===== src/bpsr_pkg.sv =====
// Package: offsets, field positions and reset values for the power-state registers
package bpsr_pkg;
    // Configuration byte offsets
    localparam logic [7:0] PCS_OFFSET = 8'h4C;
    localparam logic [7:0] BSE_OFFSET = 8'h4E;
    localparam logic [7:0] CAP_OFFSET = 8'h4A;

    // Power control/status field positions
    localparam int PCS_STATE_LSB = 0;
    localparam int PCS_KEPT_BIT = 3;
    localparam int PCS_SCRATCH_BIT = 8;
    localparam int PCS_WAKE_STAT_BIT = 15;

    // Bridge support extension field positions
    localparam int BSE_CLK_STOP_BIT = 7;
    localparam int BSE_BUS_COND_BIT = 6;

    // Reset values
    localparam logic [1:0] STATE_RESET = 2'h0;
    localparam logic SCRATCH_RESET = 1'b0;
    localparam logic [15:0] PCS_RESET = 16'h0008;
    localparam logic [7:0] BSE_RESET = 8'h40;

    // Revision codes
    localparam logic [2:0] REV_1_1 = 3'h2;
    localparam logic [2:0] REV_1_2 = 3'h3;

    // Power state codes
    typedef enum logic [1:0] {
        BPSR_D0 = 2'b00,
        BPSR_D1 = 2'b01,
        BPSR_D2 = 2'b10,
        BPSR_D3HOT = 2'b11
    } bpsr_pstate_t;
endpackage


===== src/bpsr_sync.sv =====
// Two-flop synchroniser for configuration straps
`timescale 1ns/1ps
module bpsr_sync (
    // Clock and reset
    input wire logic i_clk_sys,
    input wire logic i_reset,
    // Data
    input wire logic i_async,
    output logic o_sync
);
    typedef struct packed {
        logic stage1;
        logic stage2;
    } bpsr_sync_t;

    bpsr_sync_t sync_reg;
    bpsr_sync_t sync_next;

    always_comb begin
        sync_next = sync_reg;
        sync_next.stage1 = i_async;
        sync_next.stage2 = sync_reg.stage1;
    end

    always_ff @(posedge i_clk_sys or posedge i_reset) begin
        if (i_reset) begin
            sync_reg <= '0;
        end else begin
            sync_reg <= sync_next;
        end
    end

    assign o_sync = sync_reg.stage2;
endmodule


===== src/bpsr_regs.sv =====
// Power control/status and bridge support extension configuration registers
`timescale 1ns/1ps

// Summary of operation
// Writable 2-bit power state, resets to D0
// Leaving D3hot causes no reset, keeps context
// Context-kept bit follows revision select
// Scratch wake enable, storage only, resets 0
// Wake status bit always reads 0
// Measurement scale and select read zero
// Bits 7:4 and 2 reserved, read zero
// Extension bit 7 mirrors clock stop config
// Stop secondary clocks in D3 if flagged
// Extension bit 6 fixed 1, bus B2
// Extension bits 5:0 reserved, read zero
// Revision select picks revision code 010/011
// Writes to read-only bits are ignored
module bpsr_regs (
    // Clock and reset
    input wire logic i_clk_sys,
    input wire logic i_reset,
    // Configuration access
    input wire logic i_cfg_wr,
    input wire logic i_cfg_rd,
    input wire logic [7:0] i_cfg_addr,
    input wire logic [1:0] i_cfg_be,
    input wire logic [15:0] i_cfg_wdata,
    output logic [15:0] o_cfg_rdata,
    output logic o_cfg_rvalid,
    // General control straps
    input wire logic i_pm_revision_select,
    input wire logic i_secondary_clock_stop_config,
    // Power state outputs
    output logic [1:0] o_device_power_state_field,
    output logic o_wake_event_scratch_enable,
    output logic [2:0] o_pm_revision_code,
    output logic o_secondary_clock_run
);
    typedef struct packed {
        logic [1:0] pstate;
        logic scratch;
        logic [15:0] rdata;
        logic rvalid;
        logic [2:0] rev_code;
        logic clk_run;
    } bpsr_state_t;

    bpsr_state_t st_reg;
    bpsr_state_t st_next;
    logic rev_sel;
    logic clk_stop_cfg;

    bpsr_sync u_sync_rev (
        .i_clk_sys(i_clk_sys),
        .i_reset(i_reset),
        .i_async(i_pm_revision_select),
        .o_sync(rev_sel)
    );

    bpsr_sync u_sync_stop (
        .i_clk_sys(i_clk_sys),
        .i_reset(i_reset),
        .i_async(i_secondary_clock_stop_config),
        .o_sync(clk_stop_cfg)
    );

    localparam int PCS_IDX_STATE = bpsr_pkg::PCS_STATE_LSB;

    // Composes power control/status read value
    function automatic logic [15:0] pcs_value(input logic [1:0] ps, input logic scr,
                                              input logic sel);
        logic [15:0] v;
        v = 16'h0000;
        v[PCS_IDX_STATE +: 2] = ps;
        v[bpsr_pkg::PCS_KEPT_BIT] = sel;
        v[bpsr_pkg::PCS_SCRATCH_BIT] = scr;
        v[bpsr_pkg::PCS_WAKE_STAT_BIT] = 1'b0;
        return v;
    endfunction

    // Composes bridge support extension read value
    function automatic logic [7:0] bse_value(input logic stop);
        logic [7:0] v;
        v = 8'h00;
        v[bpsr_pkg::BSE_CLK_STOP_BIT] = stop;
        v[bpsr_pkg::BSE_BUS_COND_BIT] = 1'b1;
        return v;
    endfunction

    always_comb begin
        // Context held; D3hot to D0 rewrites only the state field
        st_next = st_reg;
        st_next.rvalid = i_cfg_rd;
        st_next.rdata = 16'h0000;
        // Only state and scratch bits take writes
        if (i_cfg_wr && i_cfg_addr == bpsr_pkg::PCS_OFFSET) begin
            if (i_cfg_be[0]) begin
                st_next.pstate = i_cfg_wdata[PCS_IDX_STATE +: 2];
            end
            if (i_cfg_be[1]) begin
                st_next.scratch = i_cfg_wdata[bpsr_pkg::PCS_SCRATCH_BIT];
            end
        end
        if (i_cfg_rd) begin
            if (i_cfg_addr == bpsr_pkg::PCS_OFFSET) begin
                st_next.rdata = pcs_value(st_reg.pstate, st_reg.scratch, rev_sel);
            end else if (i_cfg_addr == bpsr_pkg::BSE_OFFSET) begin
                st_next.rdata = {8'h00, bse_value(clk_stop_cfg)};
            end else if (i_cfg_addr == bpsr_pkg::CAP_OFFSET) begin
                st_next.rdata = {13'h0000, rev_sel ? bpsr_pkg::REV_1_2 : bpsr_pkg::REV_1_1};
            end
        end
        st_next.rev_code = rev_sel ? bpsr_pkg::REV_1_2 : bpsr_pkg::REV_1_1;
        st_next.clk_run = !(clk_stop_cfg &&
                            st_next.pstate == bpsr_pkg::BPSR_D3HOT);
    end

    always_ff @(posedge i_clk_sys or posedge i_reset) begin
        if (i_reset) begin
            st_reg.pstate <= bpsr_pkg::STATE_RESET;
            st_reg.scratch <= bpsr_pkg::SCRATCH_RESET;
            st_reg.rdata <= 16'h0000;
            st_reg.rvalid <= 1'b0;
            st_reg.rev_code <= bpsr_pkg::REV_1_1;
            st_reg.clk_run <= 1'b1;
        end else begin
            st_reg <= st_next;
        end
    end

    assign o_cfg_rdata = st_reg.rdata;
    assign o_cfg_rvalid = st_reg.rvalid;
    assign o_device_power_state_field = st_reg.pstate;
    assign o_wake_event_scratch_enable = st_reg.scratch;
    assign o_pm_revision_code = st_reg.rev_code;
    assign o_secondary_clock_run = st_reg.clk_run;
endmodule


===== config.mk =====
export PLATFORM = sky130hd
export DESIGN_NAME = bpsr_regs
export DESIGN_NICKNAME = d
export VERILOG_FILES = /design/src/bpsr_pkg.sv /design/src/bpsr_sync.sv /design/src/bpsr_regs.sv
export SDC_FILE = /design/constraint.sdc
export NUM_CORES = 1
export LEC_CHECK = 0
export ABC_CLOCK_PERIOD_IN_PS = 2050
export BUFFER_PORTS_ARGS = -buffer_cell sky130_fd_sc_hd__buf_2
export CAP_MARGIN = 20
export CORE_MARGIN = 1
export CORE_UTILIZATION = 40
export DETAILED_ROUTE_END_ITERATION = 8
export GPL_TIMING_DRIVEN = 0
export PLACE_DENSITY = 0.84
export SYNTH_ARGS = -nofsm -noshare
export SYNTH_HDL_FRONTEND = slang
export SYNTH_SLANG_ARGS = --single-unit

===== constraint.sdc =====
create_clock -name i_clk_sys -period 2.05 [get_ports i_clk_sys]
set_clock_uncertainty 0.1 [all_clocks]
set_input_delay 0.41 -clock i_clk_sys [delete_from_list [all_inputs] [get_ports i_clk_sys]]
set_output_delay 0.41 -clock i_clk_sys [all_outputs]
set_load 0.01 [all_outputs]

## After elaboration in Yosys (flattened, before gate mapping)

Index checks and enable logic that the tools add are counted.

| cells by class | value |
|---|---|
| eq/ne operators | 4 |
| muxes and demuxes | 8 |
| reductions and logical operators | 4 |

Operators by type and width:

| cell | count |
|---|---|
| $eq 8x7->1 const B | 3 |
| $mux 9 | 2 |
| $mux 8 | 1 |
| $mux 2 | 2 |
| $mux 3 | 1 |
| $eq 2x2->1 const B | 1 |
| $logic_and 1x1->1 | 2 |
| $mux 1 | 2 |
| $reduce_and 2->1 | 1 |
| $logic_not 1->1 | 1 |

| storage, ports and cells | value |
|---|---|
| bits in registers | 27 |
| input bits | 32 |
| output and inout bits | 24 |
| logic and storage cells | 26 |

## Logic depth before layout (Yosys ltp)

| depth | value |
|---|---|
| word-level depth | 6 |
| gate-level depth with buffers | 3 |

## Modules after synthesis

A second synthesis with hierarchy kept.

| unflattened totals | value |
|---|---|
| cells, all modules | 62 |
| area total of the unflattened synthesis | 709.4 µm² |

By module, submodules not included:

| module | instances | cells each | area each (µm²) | seq. area each (µm²) |
|---|---|---|---|---|
| bpsr_regs | 1 | 56 | 601.8 | 301.5 |
| bpsr_sync | 2 | 3 | 53.8 | 50.0 |

## Least setup slack after synthesis

OpenSTA, ideal clock, no wires.

| timing path | value |
|---|---|
| path kind | input to register |
| start | in i_cfg_addr[0] |
| end | reg st_reg (netlist bit o_device_power_state_field[0]) |
| setup time | 0.125 ns |
| arrival | 1.176 ns |
| data required time | 1.825 ns |
| path slack | 0.649 ns |
| stages | 3 |
| path buffers | 0 |
| cells stage by stage | and4bb_2 -> nand4_4 -> mux2_4 |

RTL lines:

| what | RTL line | RTL |
|---|---|---|
| start, declared | bpsr_regs.sv:25 | `input wire logic [7:0] i_cfg_addr,` |
| end signal, assigned | bpsr_regs.sv:127 | `st_reg <= st_next;` |
| end, declared | bpsr_regs.sv:48 | `bpsr_state_t st_reg;` |

## Worst setup path in the final report

| timing path | value |
|---|---|
| start | reg st_reg (netlist bit o_secondary_clock_run) |
| end | out o_secondary_clock_run |

RTL lines:

| what | RTL line | RTL |
|---|---|---|
| end, declared | bpsr_regs.sv:37 | `output logic o_secondary_clock_run` |

No word-level cell between the ends.

==> metrics.txt <==
largest family of logic cells by synthesized area simple AND/OR/NAND/NOR gates; complex-gate fraction of the synthesized area 0.01764; CTS sink count 16; Layout Utilization 0.6048; Clock Path Buffers 2; Seq/Total Area, Yosys 0.5661; Final period util 0.6898; worst path buffer plus inverter count 1; TritonCTS clock tree built; Tot GR Track Use 0.1313; Port Buffers 30; # setup viols final 0; crit path DAT 0.90 ns; unrepaired setup endpoints after global routing no; simple-gate share of the synthesized area 0.1940; crit-path max FO 1; Vias 489; most frequent cells in the layout buf_2, dfrtp_1, buf_4, conb_1, and3_1; slowest cell on the critical path dfstp_2; Synth-to-Final Area Change 34.39%; Peak VDD IR just under 0.3 mV; Hold Vio Cnt, Final 0; Site Rows 14; cell family with most CP delay flip-flops; area share of fa/ha/maj cells after synthesis 0; min Tclk post-route roughly 1.4 ns; final WL 1.134 mm; Hold Crit Class input port to asynchronous set/reset pin; routed vias/inst 4.289; Root Driver clkbuf_4; Synth Warn # 0; drt pass-1 iters 6; Fin Setup TNS 0 ns; number of enable flip-flop cells after synthesis 0; Syn Area/Cell between 10 and 15 µm²; Die ar. 1946 µm²; number of global-route vias before repair 438; Cell Area, Synth around 700 µm²; required time worst endpoint 1.54 ns; worst-margin pin slew 0.5532 ns; post-CTS setup buffer count 0; Worst path max stage delay 0.52 ns; # H-tree levels 1; multiplexer share of the synthesized area 0.07937; initial DRC count 15; nets@finish between 100 and 150; chip height 44.12 µm; layout cells sized above 1 0.5408; Fmax 0.7072 GHz; CP cell instances buf_2; startpoint types flop; DP Area 917.1 µm²; # IOs 56; Final ANT Viol Nets 0; Starting Density 0.4500; status finished, final reports clean; WS Path Type flop to output port; total power ~0.60 mW; Final Max Tran Viols 0; first-pass GRT wire length 1.800 mm; Place WS 0.5014 ns; Mapped Cells 54; non-filler cells, final 114; Reg clk slew, reported paths about 0.090 ns; synthesis-stage register bit count 16; die width 44.12 µm; fillcell total 131; GPL Wtd Cong slightly above 0.7; hold_ws 0.06348 ns; antenna violations before repair 0; Worst slew margin 0.6308; # Max-Cap Violations 0; DRC viols 0; Primary FF master, synth dfrtp_1; Overflow after GRT 0; hpwl dp 946.4 µm; Core Region 1577 µm²; xor/xnor cell area share of the yosys netlist 0; cell area after layout 953.4 µm²; wire length per cell 9.947 µm; PnR worst setup slack 0.6359 ns; CTS Buf Count 3; post_cts resized 0; commonest non-fill, non-tap cell in the layout buf_2; dpl cells 110; critical path capture point type output port; clk_lat worst skew 0.28 ns; largest net degree at the start of global routing 17; Distinct cells, synth 19; hold buffers post-CTS 0; # diodes 0; Async SR Flop Fraction 1.000; Pwr per Cell Area about 630 nW/µm²; LEAKAGE around 0.57 nW
==> state kept, by name, summed over array words and instances (netlist names) <==
signal,count
o_secondary_clock_run,1
o_cfg_rdata,6
u_sync_rev.sync_next,1
o_cfg_rvalid,1
o_pm_revision_code,1
u_sync_rev.o_sync,1
u_sync_stop.o_sync,1
o_wake_event_scratch_enable,1
u_sync_stop.sync_next,1
o_device_power_state_field,2
==> report_power, final <==
group | switching [mW] | internal, mW
Combinational | 0.0370 | 0.0365
Sequential | 0.00365 | 0.323
Clock | 0.0893 | 0.108
Total | 0.130 | 0.468
==> layout make-up <==
type	count	area [µm²]	area share
Sequential cell	16	401.6	0.4213
Multi-Input combinational cell	35	251.5	0.2638
Timing Repair Buffer	30	150.1	0.1575
Buffer	12	90.09	0.09449
Clock buffer	4	36.28	0.03806
Tap cell	16	20.02	0.02100
Inverter	1	3.754	0.003937
==> Yosys cell counts (2+ instances only) <==
master,instances,share of area
mux2_4,3,0.063
nor2_1,2,0.011
dfrtp_1,15,0.53
nor2b_1,2,0.018
buf_4,12,0.13
nand3_1,3,0.021
and3_1,4,0.035
conb_1,2,0.011
==> worst reg2reg max path: stages, from the launching register on <==
cell	delay, ns
dfrtp_1	0.41
nand3_1	0.09
mux2_4	0.26
==> per-layer routing <==
layer / up-vias / GRT usage / wire, µm
li1: 246 / - / -
met1: 210 / 0.1184 / 394
met2: 31 / 0.2588 / 628
met3: 2 / 0.04490 / 93
met4: 0 / 0.05455 / 18
met5: - / 0 / 0
==> cell families (layout without fill, tap and decap cells) <==
| logic type | count (synthesis) | after routing |
|---|---|---|
| AOI/OAI and AO/OA | 2 | 2 |
| and+or+nand+nor | 17 | 17 |
| buffers and inverters | 13 | 47 |
| DFF | 16 | 16 |
| muxes | 4 | 4 |
| other | 2 | 12 |
==> worst paths after layout <==
| check | slack, ns | startpoint | cells after the start | to |
|---|---|---|---|---|
| max in group asynchronous | 1.41 | i_reset | 2 | o_secondary_clock_run |
| min in group i_clk_sys | 0.13 | i_pm_revision_select | 1 | u_sync_rev.sync_next[0] |
| worst max-delay path | 0.64 | o_secondary_clock_run | 1 | o_secondary_clock_run |
| worst max register to register | 1.13 | o_device_power_state_field[0] | 2 | o_secondary_clock_run |
| worst min-delay path | 0.06 | i_reset | 2 | o_cfg_rdata[7] |
| worst min register to register | 0.25 | u_sync_stop.sync_next[0] | 0 | u_sync_stop.o_sync |
(Power assumes the default switching activity.)
